<file path="config.mk">
export PLATFORM = sky130hd
export DESIGN_NAME = unit_cfg_bank
export DESIGN_NICKNAME = d
export VERILOG_FILES = /design/src/shared/unit_cfg_pkg.sv /design/src/shared/cfg_access_if.sv /design/src/logic/cfg_port_front.sv /design/src/logic/unit_cfg_bank.sv
export VERILOG_INCLUDE_DIRS = /design/src /design/src/shared
export SDC_FILE = /design/constraint.sdc
export NUM_CORES = 1
export LEC_CHECK = 0
export CAP_MARGIN = 5
export CORE_UTILIZATION = 45
export CTS_BUF_LIST = sky130_fd_sc_hd__clkbuf_16
export DETAILED_ROUTE_END_ITERATION = 7
export DONT_BUFFER_PORTS = 1
export PLACE_DENSITY = 0.62
export SLEW_MARGIN = 20
export SYNTH_ARGS = -nofsm -noshare
export SYNTH_HDL_FRONTEND = slang
export SYNTH_SLANG_ARGS = --single-unit
</file>
<file path="constraint.sdc">
create_clock -name core_clk -period 2.1 [get_ports core_clk]
set_input_delay 0.105 -clock core_clk [delete_from_list [all_inputs] [get_ports core_clk]]
set_output_delay 0.105 -clock core_clk [all_outputs]
set_load 0.01 [all_outputs]
</file>
<file path="src/shared/unit_cfg_consts.svh">
// Constants for the per-unit configuration bank: indices, resets, unit numbers.
// Included by the design files; holds definitions only.
`ifndef UNIT_CFG_CONSTS_SVH
`define UNIT_CFG_CONSTS_SVH

`define IDX_BANK_SELECT       8'h07
`define IDX_ACTIVATION        8'h30
`define IDX_BASE_HI_PRI       8'h60
`define IDX_BASE_LO_PRI       8'h61
`define IDX_BASE_HI_SEC       8'h62
`define IDX_BASE_LO_SEC       8'h63
`define IDX_BASE_RANGE_LO     8'h60
`define IDX_BASE_RANGE_HI     8'h6f
`define IDX_IRQ_PRI           8'h70
`define IDX_IRQ_SEC           8'h72
`define IDX_BANK_FIRST        8'h30

`define ACT_BIT               0
`define RST_ZERO              8'h00
`define RST_IRQ_PRI_UNIT0     8'h06
`define RST_BANK_SELECT       8'h00

`define UNIT_KEYBOARD         3'h7
`define UNIT_PARALLEL         3'h3

// Permitted primary base window, in bytes
`define BASE_WINDOW_LO        16'h0100
`define BASE_WINDOW_HI        16'h0ff8

`endif

</file>
<file path="src/shared/unit_cfg_pkg.sv">
// Types shared by the configuration bank and its access port.
// Assumes unit_cfg_consts.svh is on the include path.
package unit_cfg_pkg;
  typedef logic [7:0] cfg_byte_t;
  typedef logic [2:0] unit_num_t;

  typedef struct packed {
    cfg_byte_t activation;
    cfg_byte_t base_hi_pri;
    cfg_byte_t base_lo_pri;
    cfg_byte_t base_hi_sec;
    cfg_byte_t base_lo_sec;
    cfg_byte_t irq_pri;
    cfg_byte_t irq_sec;
  } unit_regs_t;

  // Access port sequencing
  typedef enum logic [1:0] {
    PORT_IDLE  = 2'b00,
    PORT_WRITE = 2'b01,
    PORT_READ  = 2'b11
  } port_state_t;
endpackage

</file>
<file path="src/shared/cfg_access_if.sv">
// Carries one decoded register access from the port front end to the bank.
// Single clock; the front end drives, the bank answers from a register one cycle after the read strobe.
`timescale 1ns/1ns
interface cfg_access_if;
  logic                     wr_stb;
  logic                     rd_stb;
  unit_cfg_pkg::cfg_byte_t  index;
  unit_cfg_pkg::cfg_byte_t  wdata;
  unit_cfg_pkg::cfg_byte_t  rdata;

  modport front
  (
    output wr_stb,
    output rd_stb,
    output index,
    output wdata,
    input  rdata
  );
  modport bank
  (
    input  wr_stb,
    input  rd_stb,
    input  index,
    input  wdata,
    output rdata
  );
endinterface

</file>
<file path="src/logic/cfg_port_front.sv">
// Index/data port front end: latches the index, turns data strobes into accesses.
// Assumes port strobes are one-cycle pulses synchronous to core_clk.
`timescale 1ns/1ns
`include "unit_cfg_consts.svh"
module cfg_port_front
(
  input  wire logic                    core_clk,
  input  wire logic                    resetn,
  // Host ports
  input  wire logic                    cfg_mode,
  input  wire logic                    index_wr,
  input  wire logic                    data_wr,
  input  wire logic                    data_rd,
  input  wire unit_cfg_pkg::cfg_byte_t host_wdata,
  output      unit_cfg_pkg::cfg_byte_t index_q,
  // Toward the bank
  cfg_access_if.front                  acc
);
  unit_cfg_pkg::cfg_byte_t index_reg;
  unit_cfg_pkg::cfg_byte_t index_next;

  always_comb
  begin
    index_next = index_reg;
    if (cfg_mode && index_wr)
    begin
      index_next = host_wdata;
    end
  end

  always_ff @(posedge core_clk or negedge resetn)
  begin
    if (!resetn)
    begin
      index_reg <= `RST_ZERO;
    end
    else
    begin
      index_reg <= index_next;
    end
  end

  // Outside configuration state no strobe reaches the bank; index and wdata still pass through
  assign acc.wr_stb = cfg_mode & data_wr;
  assign acc.rd_stb = cfg_mode & data_rd;
  assign acc.index  = index_reg;
  assign acc.wdata  = host_wdata;
  assign index_q    = index_reg;
endmodule

</file>
<file path="src/logic/unit_cfg_bank.sv">
// Banked per-unit configuration registers behind an index/data port pair.
// Assumes one clock, async active-low reset; soft and bus resets are ORed in outside
// or through soft_reset here. Strobes are synchronous one-cycle pulses.
//
// Behaviour
// - Eight banks; bank-number register at 0x07 picks the bank for 0x30 upward.
// - Host writes index port, then data port accesses reach that register.
// - Per-unit registers reachable only while in configuration state.
// - Activation bit 0 at 0x30 enables selected unit; bits 7:1 reserved.
// - Indices 0x31 to 0x5F ignore writes and read zero.
// - Primary base address: 0x60 high byte, 0x61 low byte.
// - Secondary base address from 0x62 high and 0x63 low when needed.
// - Unused base registers in 0x60 to 0x6F ignore writes, read zero.
// - Every unit has interrupt select at 0x70.
// - Second interrupt select 0x72 exists only for keyboard unit.
// - Indices 0x71 and 0x73 ignore writes and read zero.
// - After reset interrupt outputs are active-high edge requests.
// - Unit is on when activation or power bit set; bits linked.
// - Base outside the unit's permitted window makes unit's I/O invalid.
// - Interrupt select 0x70 resets to 0x06 for unit 0, else zero.
`timescale 1ns/1ns
`include "unit_cfg_consts.svh"
module unit_cfg_bank #(
  parameter int UNITS = 8
)
(
  input  wire logic                    core_clk,
  input  wire logic                    resetn,
  // Resets beyond power-on: soft reset and standby supply clear
  input  wire logic                    soft_reset,
  input  wire logic                    standby_supply_power_on_clear,
  // Host index/data ports
  input  wire logic                    cfg_mode,
  input  wire logic                    index_wr,
  input  wire logic                    data_wr,
  input  wire logic                    data_rd,
  input  wire unit_cfg_pkg::cfg_byte_t host_wdata,
  output      unit_cfg_pkg::cfg_byte_t host_rdata,
  // Power control bits from each unit's own power logic
  input  wire logic [UNITS-1:0]        power_ctrl_set,
  input  wire logic [UNITS-1:0]        power_ctrl_clr,
  // Per-unit results
  output      logic [UNITS-1:0]        unit_on,
  output      logic [UNITS-1:0]        io_valid,
  output      logic [UNITS*16-1:0]     base_pri,
  output      logic [UNITS*16-1:0]     base_sec,
  output      logic [UNITS*8-1:0]      irq_pri,
  output      logic [UNITS*8-1:0]      irq_sec,
  output      logic [UNITS-1:0]        irq_active_high,
  output      logic [UNITS-1:0]        irq_edge_mode,
  output      logic [2:0]              selected_unit
);
  initial
  begin
    if (UNITS != 8)
    begin
      $error("unit_cfg_bank serves exactly eight units");
    end
    if (int'(`UNIT_KEYBOARD) >= UNITS)
    begin
      $error("unit_cfg_bank keyboard unit number lies outside the bank");
    end
    if (int'(`UNIT_PARALLEL) >= UNITS)
    begin
      $error("unit_cfg_bank parallel unit number lies outside the bank");
    end
  end

  cfg_access_if acc ();
  unit_cfg_pkg::cfg_byte_t index_q;

  cfg_port_front u_front
  (
    .core_clk   (core_clk),
    .resetn     (resetn),
    .cfg_mode   (cfg_mode),
    .index_wr   (index_wr),
    .data_wr    (data_wr),
    .data_rd    (data_rd),
    .host_wdata (host_wdata),
    .index_q    (index_q),
    .acc        (acc)
  );

  // Which units have a secondary base pair: only the parallel unit here
  function automatic logic has_sec_base(input int u);
    has_sec_base = (u == int'(`UNIT_PARALLEL));
  endfunction

  // Units with relocatable primary base; keyboard is fixed
  function automatic logic has_pri_base(input int u);
    has_pri_base = (u != int'(`UNIT_KEYBOARD));
  endfunction

  function automatic logic base_in_window(input logic [15:0] a);
    base_in_window = (a >= `BASE_WINDOW_LO) && (a <= `BASE_WINDOW_HI);
  endfunction

  function automatic unit_cfg_pkg::cfg_byte_t irq_pri_reset(input int u);
    irq_pri_reset = (u == 0) ? `RST_IRQ_PRI_UNIT0 : `RST_ZERO;
  endfunction

  // Power-on contents of one unit; shared by the async reset and the synchronous clears
  function automatic unit_cfg_pkg::unit_regs_t unit_reset_value(input int u);
    unit_cfg_pkg::unit_regs_t r;
    r         = '0;
    r.irq_pri = irq_pri_reset(u);
    unit_reset_value = r;
  endfunction

  // Whether an index holds a real register in unit u; anything else reads as zero
  function automatic logic reg_present(input unit_cfg_pkg::cfg_byte_t idx, input int u);
    logic present;
    present = 1'b0;
    unique case (idx)
      `IDX_BANK_SELECT:
      begin
        present = 1'b1;
      end
      `IDX_ACTIVATION:
      begin
        present = 1'b1;
      end
      `IDX_IRQ_PRI:
      begin
        present = 1'b1;
      end
      `IDX_BASE_HI_PRI,
      `IDX_BASE_LO_PRI:
      begin
        present = has_pri_base(u);
      end
      `IDX_BASE_HI_SEC,
      `IDX_BASE_LO_SEC:
      begin
        present = has_sec_base(u);
      end
      `IDX_IRQ_SEC:
      begin
        present = (u == int'(`UNIT_KEYBOARD));
      end
      default:
      begin
        present = 1'b0;
      end
    endcase
    reg_present = present;
  endfunction

  unit_cfg_pkg::cfg_byte_t    bank_sel_reg;
  unit_cfg_pkg::cfg_byte_t    bank_sel_next;
  unit_cfg_pkg::unit_regs_t   regs_reg  [UNITS];
  unit_cfg_pkg::unit_regs_t   regs_next [UNITS];
  unit_cfg_pkg::cfg_byte_t    rdata_reg;
  unit_cfg_pkg::cfg_byte_t    rdata_next;
  unit_cfg_pkg::port_state_t  state_reg;
  unit_cfg_pkg::port_state_t  state_next;
  logic                       clear_all;
  unit_cfg_pkg::unit_num_t    sel;

  assign clear_all = soft_reset | standby_supply_power_on_clear;
  // Bank number only uses its low bits; upper units alias
  assign sel           = bank_sel_reg[2:0];
  assign selected_unit = sel;

  // Bank register write and per-unit register writes
  always_comb
  begin
    bank_sel_next = bank_sel_reg;
    for (int u = 0; u < UNITS; u++)
    begin
      regs_next[u] = regs_reg[u];
      // Power bit and activation bit move together
      if (power_ctrl_set[u])
      begin
        regs_next[u].activation[`ACT_BIT] = 1'b1;
      end
      else if (power_ctrl_clr[u])
      begin
        regs_next[u].activation[`ACT_BIT] = 1'b0;
      end
    end
    if (acc.wr_stb)
    begin
      if (acc.index == `IDX_BANK_SELECT)
      begin
        bank_sel_next = acc.wdata;
      end
      // Host write beats a same-cycle power change on the selected unit
      unique case (acc.index)
        `IDX_ACTIVATION:
        begin
          regs_next[sel].activation = {7'h00, acc.wdata[`ACT_BIT]};
        end
        `IDX_BASE_HI_PRI:
        begin
          if (has_pri_base(int'(sel)))
          begin
            regs_next[sel].base_hi_pri = acc.wdata;
          end
        end
        `IDX_BASE_LO_PRI:
        begin
          if (has_pri_base(int'(sel)))
          begin
            regs_next[sel].base_lo_pri = acc.wdata;
          end
        end
        `IDX_BASE_HI_SEC:
        begin
          if (has_sec_base(int'(sel)))
          begin
            regs_next[sel].base_hi_sec = acc.wdata;
          end
        end
        `IDX_BASE_LO_SEC:
        begin
          if (has_sec_base(int'(sel)))
          begin
            regs_next[sel].base_lo_sec = acc.wdata;
          end
        end
        `IDX_IRQ_PRI:
        begin
          regs_next[sel].irq_pri = acc.wdata;
        end
        `IDX_IRQ_SEC:
        begin
          if (sel == `UNIT_KEYBOARD)
          begin
            regs_next[sel].irq_sec = acc.wdata;
          end
        end
        // Everything else in 0x31-0x5F, 0x64-0x6F, 0x71, 0x73 is dropped
        default:
        begin
          bank_sel_next = bank_sel_next;
        end
      endcase
    end
    // Soft and standby clears win over a host or power-bit change in the same cycle
    if (clear_all)
    begin
      bank_sel_next = `RST_BANK_SELECT;
      for (int u = 0; u < UNITS; u++)
      begin
        regs_next[u] = unit_reset_value(u);
      end
    end
  end

  // Registers only: every next-value decision, clears included, sits in the process above
  always_ff @(posedge core_clk or negedge resetn)
  begin
    if (!resetn)
    begin
      bank_sel_reg <= `RST_BANK_SELECT;
      for (int u = 0; u < UNITS; u++)
      begin
        regs_reg[u] <= unit_reset_value(u);
      end
    end
    else
    begin
      bank_sel_reg <= bank_sel_next;
      for (int u = 0; u < UNITS; u++)
      begin
        regs_reg[u] <= regs_next[u];
      end
    end
  end

  // Read path: the data byte is captured on the read strobe, valid next cycle
  always_comb
  begin
    rdata_next = rdata_reg;
    state_next = unit_cfg_pkg::PORT_IDLE;
    if (acc.rd_stb)
    begin
      state_next = unit_cfg_pkg::PORT_READ;
      unique case (acc.index)
        `IDX_BANK_SELECT: rdata_next = bank_sel_reg;
        `IDX_ACTIVATION:  rdata_next = regs_reg[sel].activation;
        `IDX_BASE_HI_PRI: rdata_next = regs_reg[sel].base_hi_pri;
        `IDX_BASE_LO_PRI: rdata_next = regs_reg[sel].base_lo_pri;
        `IDX_BASE_HI_SEC: rdata_next = regs_reg[sel].base_hi_sec;
        `IDX_BASE_LO_SEC: rdata_next = regs_reg[sel].base_lo_sec;
        `IDX_IRQ_PRI:     rdata_next = regs_reg[sel].irq_pri;
        `IDX_IRQ_SEC:     rdata_next = regs_reg[sel].irq_sec;
        default:          rdata_next = `RST_ZERO;
      endcase
      // Fields a unit does not back read zero whatever the storage holds
      if (!reg_present(acc.index, int'(sel)))
      begin
        rdata_next = `RST_ZERO;
      end
    end
    else if (acc.wr_stb)
    begin
      state_next = unit_cfg_pkg::PORT_WRITE;
    end
  end

  always_ff @(posedge core_clk or negedge resetn)
  begin
    if (!resetn)
    begin
      rdata_reg <= `RST_ZERO;
      state_reg <= unit_cfg_pkg::PORT_IDLE;
    end
    else
    begin
      rdata_reg <= rdata_next;
      state_reg <= state_next;
    end
  end

  assign acc.rdata  = rdata_reg;
  assign host_rdata = rdata_reg;

  // Per-unit decoded outputs
  always_comb
  begin
    logic [15:0] pri;
    pri = '0;
    for (int u = 0; u < UNITS; u++)
    begin
      pri = {regs_reg[u].base_hi_pri, regs_reg[u].base_lo_pri};
      unit_on[u]          = regs_reg[u].activation[`ACT_BIT];
      // Fixed-base keyboard unit is always decodable when on
      io_valid[u]         = regs_reg[u].activation[`ACT_BIT]
                            & (!has_pri_base(u) | base_in_window(pri));
      base_pri[u*16 +: 16] = pri;
      base_sec[u*16 +: 16] = {regs_reg[u].base_hi_sec, regs_reg[u].base_lo_sec};
      irq_pri[u*8 +: 8]    = regs_reg[u].irq_pri;
      irq_sec[u*8 +: 8]    = regs_reg[u].irq_sec;
      // No polarity or type bits are held here, so the reset convention always applies
      irq_active_high[u]   = 1'b1;
      irq_edge_mode[u]     = 1'b1;
    end
  end
endmodule

</file>
**Yosys cells after proc, flatten, opt, wreduce, memory -nomap -nowiden**

Cells that the tools add are included.

- Register bits: 472
- Input port bits: 32
- Output and inout bits: 427

- Magnitude comparators: 16
- Equality and inequality tests: 17
- Multiplexer cells: 55
- Bitwise gates (word level): 11
- Reductions and logical operators: 17

Operators with widths:

| operator | count |
|---|---|
| $bwmux 448 | 7 |
| $mux 448 | 7 |
| $pmux 448 s7 | 1 |
| $demux 56 s3 | 7 |
| $bmux 56 s3 | 1 |
| $mux 56 | 3 |
| $ge 16x9->1 const B | 7 |
| $le 16x12->1 const B | 7 |
| $pmux 8 s8 | 1 |
| $eq 8x7->1 const B | 6 |
| $mux 48 | 1 |
| $mux 40 | 1 |
| $mux 8 | 5 |
| $mux 32 | 1 |
| $mux 24 | 1 |
| $mux 1 | 17 |
| $mux 16 | 1 |
| $ne 3x3->1 const B | 5 |
| $and 1x1->1 | 9 |
| $logic_and 1x1->1 | 9 |
| $eq 8x3->1 const B | 1 |
| $eq 8x6->1 const B | 1 |
| $reduce_bool 8->1 | 1 |
| $reduce_and 7->1 | 1 |
| other kinds (12) | 15 |

**Logic depth before layout (Yosys ltp)**

- Word-level depth: 10
- Depth in mapped cells: 10
- Mapped depth without buffers: 6

**Hierarchy**

Synthesis repeated with hierarchy kept, for this count alone.

- Cells, all modules: 2522
- Area total of the unflattened synthesis: 25714.7 um^2

By module, submodules not included:

| module | instances | cells an instance | area each (um^2) | sequential area each (um^2) |
|---|---|---|---|---|
| unit_cfg_bank | 1 | 2487 | 25283.0 | 11613.6 |
| cfg_port_front | 1 | 35 | 431.7 | 200.2 |

**Least setup slack after synthesis**

No wires, ideal clock.

- Path type: register to register
- Start point: register u_front.index_reg[3], in the netlist u_front.acc.index[3]
- End point: register regs_reg, in the netlist base_pri[80]
- Library setup time: 0.121 ns
- Arrival time: 2.169 ns
- Data required time: 1.979 ns
- Setup slack: -0.190 ns
- Stages on the path, launching flop included: 8
- Buffers on the path: 1
- Period minus slack after synthesis: 2.290 ns
- Path through: dfrtp_1 buf_2 or3_4 or3_4 a211oi_1 a21oi_2 a31o_2 a22o_1

- Cells in the longest elaborated chain, start to end: 4
- Elaborated cells between the ends (all ways): 17
- Classes of those cells: eq/ne (12); mux (3); reduce/logical (2)

Ends and longest elaborated chain:

| what | line | text |
|---|---|---|
| start, declared | cfg_port_front.sv:19 | `unit_cfg_pkg::cfg_byte_t index_reg;` |
| start signal, assigned | cfg_port_front.sv:35 | `` index_reg <= `RST_ZERO; `` |
| start signal, assigned | cfg_port_front.sv:39 | `index_reg <= index_next;` |
| $eq 8x7->1 / $eq 8x6->1 (equally long branches) | unit_cfg_bank.sv:190 | `unique case (acc.index)` |
| $pmux 448 s7 | unit_cfg_bank.sv:190 |  |
| $mux 448 | unit_cfg_bank.sv:183 | `if (acc.wr_stb)` |
| $mux 448 | unit_cfg_bank.sv:242 | `if (clear_all)` |
| end signal, assigned by index | unit_cfg_bank.sv:260 | `regs_reg[u] <= unit_reset_value(u);` |
| end signal, assigned by index | unit_cfg_bank.sv:268 | `regs_reg[u] <= regs_next[u];` |
| end, declared | unit_cfg_bank.sv:152 | `unit_cfg_pkg::unit_regs_t regs_reg [UNITS];` |

Parallel ways exist; a longest one is shown, timed or not. The select of a mux whose other input is x is not followed.
A chain may end at the register's enable or synchronous reset.

**Worst setup path after layout**

- Start point: register bank_sel_reg[1]
- End point: register rdata_reg[6], in the netlist host_rdata[6]

- Cells in the longest elaborated chain, start to end: 6
- Elaborated cells between the ends (all ways): 11
- Classes of those cells: eq/ne (3); mux (7); bitwise (1)

Ends and longest elaborated chain:

| what | line | text |
|---|---|---|
| start, declared | unit_cfg_bank.sv:150 | `unit_cfg_pkg::cfg_byte_t bank_sel_reg;` |
| start signal, assigned | unit_cfg_bank.sv:257 | `` bank_sel_reg <= `RST_BANK_SELECT; `` |
| start signal, assigned | unit_cfg_bank.sv:265 | `bank_sel_reg <= bank_sel_next;` |
| $not 3->4 (not written as such) | - |  |
| $bmux 56 s3 | - |  |
| $mux 56 (not written as such) (2 in a row) | unit_cfg_bank.sv:289 | `` `IDX_IRQ_SEC: rdata_next = regs_reg[sel].irq_sec; `` |
| $pmux 8 s8 | unit_cfg_bank.sv:281 | `unique case (acc.index)` |
| $mux 8 (*) | unit_cfg_bank.sv:293 | `if (!reg_present(acc.index, int'(sel)))` |
| end signal, assigned | unit_cfg_bank.sv:308 | `` rdata_reg <= `RST_ZERO; `` |
| end signal, assigned | unit_cfg_bank.sv:313 | `rdata_reg <= rdata_next;` |
| end, declared | unit_cfg_bank.sv:154 | `unit_cfg_pkg::cfg_byte_t rdata_reg;` |

Every way passes the cells marked *; elsewhere a longest branch is shown, timed or not. The select of a mux whose other input is x is not followed.

==> out/metrics.cfg <==
[layout]
drive_above_1_share_pct=43.51
area_delta_synth_final_pct=26.84
seq_area_mm2=0.01183
final_area_mm2=0.03203
fill_cells=4595
fin_nets=2491
multi_input_area_mm2=0.01170
diodes=0

[detailed_routing]
drt-wirelength-per-cell_um=33.97
drtIter0Drc=2589
wl_um=110400
firstDrtPassIters=5
postRouteAntennaNets=0
vias=20944
drc=0
vias_per_cell=6.442

[synth]
synth_commonest_cells=dfrtp_1, buf_4, and2_1, nand2_1, a21oi_1
synth_edf_count=0
synth.largest_area_cell=dfrtp_1
synthDistinctLibCells=83
synth_area_leaders=dfrtp_1, buf_4, and2_1, mux4_2, a22o_1
netlist_instances=2390
ys.warnings.count=0
synthArstFlopShare_pct=100.0
synth_top_flop_cell=dfrtp_1
synth_area_mm2=0.02526
synth_top_area_share_pct=46.57
synth_area_per_cell_um2=10.57
yosysSeqAreaShare_pct=46.78
synth.most_common_cell=dfrtp_1
synth_seq_cells=472

[sta]
slew_headroom_pct=4.619
hold_viol_final=470
period_minus_slack_ns=2.471
holdWs_ns=-0.7937
skew_ns=0.02214
fmax_mhz=404.7
finalWorstSetupSlack_ns=-0.3709
period_share_pct=117.7
drv_slew=0
setup_violations=270
rsz0062_at_grt=yes
worst_pin_slew_ns=1.431

[critical_path]
required_ns=2.60
path_class=register to register
cp_max_fo=6
cp_data_arrival_time_ns=2.97
endpoint_kind=register
cp-start-kind=register

[floorplan]
die_area_mm2=0.05708
boundaryPins=459
core_region_area_mm2=0.05531
die_w_um=238.9
fp.dieH_um=238.9
initial_core_util_pct=45.66
fp-row-count=86

[global_route]
grt_usage_pct=37.73
grt_antenna_before_repair=3
busiest_layer=met2
grt.met2_usage_pct=57.93
grtUsageMet3_pct=8.545
grt_max_degree=473
grt_use_met1_pct=49.98
overflow=0
grt_pass1_wl_um=154100
grt_pass1_vias=20509

[status]
violations=negative hold slack, negative setup slack
status=complete, but fails checks

[pwr]
p_leak_nw=14.15
p_int_mw=14.87
p_switching_mw=4.770
p_comb_share_pct=6.1
swShare_pct=24.29
peakVddDrop_mv=0.5630
power_frac_seq_pct=46.6
pwr-share-clk_pct=47.2
p_per_area_mw_per_mm2=613.1

[worst_hold_path]
hp-class=input pin to async pin

[placement]
place.gp.congestion=1.063
io_buffers=0
placed_area_mm2=0.02658
hpwl_um=78840

[clocking]
clk_path_buf_depth=3
clkSlewWorstSetupHoldPaths_ns=0.07
clock_sinks=472
numCtsBuffers=52
cts_tree=built
cts_hold_buffers=37
clock-root-buffer=clkbuf_16
htree_levels=2
clk_latency_ns=0.62

[flow_run]
drv_cap=0

per-stage QoR:
stage	setup WS (ns)	cells	power, mW	TNS [ns]	utilization [%]
4_1_cts	-0.2868	3234	19.56	-49.77	55.54
5_1_grt	-0.3659	3251	20.09	-68.24	57.92
2_1_floorplan	-0.1283	2405	9.800	-7.701	-
3_5_place_dp	-0.7226	3040	10.04	-67.55	48.06
6_report	-0.3709	3251	19.64	-57.78	57.92
3_3_place_gp	-0.7461	3040	10.03	-57.71	48.06
worst max-delay path, stage by stage (launching register included):
cell and delay, ns:
dfrtp_4 0.50, buf_6 0.16, buf_12 0.13, mux4_2 0.53, mux2_2 0.29, a222oi_1 0.25, o21a_1 0.20, o211ai_1 0.12
a2bb2oi_1 0.17
layout by cell type, fill, tap and decap left out, types with 16 or more instances in the layout:
| cell | synthesis | final |
|---|---|---|
| buf_12 | 0 | 59 |
| conb_1 | 1 | 16 |
| nor4_1 | 33 | 22 |
| o2bb2ai_2 | 0 | 16 |
| mux2i_1 | 50 | 49 |
| clkbuf_16 | 0 | 56 |
| clkinv_1 | 1 | 17 |
| and3_1 | 70 | 26 |
| nand2_1 | 120 | 98 |
| a21oi_2 | 6 | 44 |
| a211oi_2 | 20 | 40 |
| o21ai_0 | 84 | 57 |
| a22oi_1 | 32 | 25 |
| dlygate4sd3_1 | 0 | 29 |
| nor3_1 | 40 | 24 |
| inv_1 | 10 | 16 |
| mux2_2 | 54 | 52 |
| a21oi_4 | 1 | 17 |
| nor2_1 | 60 | 42 |
| and2_1 | 192 | 189 |
| and3_4 | 0 | 44 |
| buf_4 | 422 | 385 |
| a221oi_1 | 50 | 28 |
| buf_6 | 5 | 87 |
| a32o_1 | 36 | 35 |
| a21oi_1 | 117 | 63 |
| dfrtp_1 | 470 | 464 |
| a22o_1 | 74 | 74 |
| mux4_2 | 34 | 34 |
| o21ai_1 | 11 | 20 |
| nand3_1 | 41 | 31 |
| a221oi_2 | 0 | 19 |
cell type report:
cell class / count / share of cell area, %
Timing Repair Buffer: 583 / 18.18
Tap cell: 748 / 2.922
Clock buffer: 52 / 4.062
Clock inverter: 46 / 1.246
Inverter: 11 / 0.1289
Sequential cell: 472 / 36.93
Multi-Input combinational cell: 1339 / 36.53
timing repair:
item / CTS / global route
resized for setup: 295 / 237
pin swaps: 109 / 160
endpoints found under the hold margin: 686 / 472
setup buffers: 58 / 24
endpoints found under the setup margin: 275 / 285
gates cloned: 7 / 4
power by group through the flow:
stage / Sequential (mW) / Clock, mW / Combinational, mW
final: 9.16 / 9.27 / 1.21
after global routing: 9.16 / 9.69 / 1.24
after CTS: 9.15 / 9.32 / 1.08
after detailed placement: 9.32 / 0 / 0.722
after global placement: 9.32 / 0 / 0.712
after floorplan: 9.31 / 0 / 0.489
worst paths after layout:
path,start,to,slack [ns],cells after the start
setup reg to reg,bank_sel_reg[1]$_DFFE_PN0P_,host_rdata[6]$_DFFE_PN0P_,-0.37,8
setup / recovery,bank_sel_reg[1]$_DFFE_PN0P_,host_rdata[6]$_DFFE_PN0P_,-0.37,8
min in group core_clk,data_wr,bank_sel_reg[6]$_DFFE_PN0P_,0.06,4
max in group asynchronous,resetn,base_pri[95]$_DFFE_PN0P_,1.67,0
hold reg to reg,regs_reg[331]$_DFFE_PN0P_,regs_reg[331]$_DFFE_PN0P_,0.51,1
hold / removal,resetn,base_sec[79]$_DFFE_PN0P_,-0.79,0
cells by family after synthesis:
| kind of cell | count (synthesis) | synth area share [%] |
|---|---|---|
| and+or+nand+nor | 613 | 13.48 |
| buffers and inverters | 594 | 15.48 |
| AOI/OAI and AO/OA | 572 | 16.83 |
| DFF | 472 | 46.78 |
| muxes | 138 | 7.421 |
| other | 1 | 0.01485 |
metal layers:
layer,wire [um],share of wire (%),vias up
met5,19,0.017,-
met1,43060,39,10869
met2,50560,46,1318
met3,10440,9.5,339
li1,-,-,8414
met4,6346,5.7,4
No activity file was read; power rests on OpenSTA's default activity.
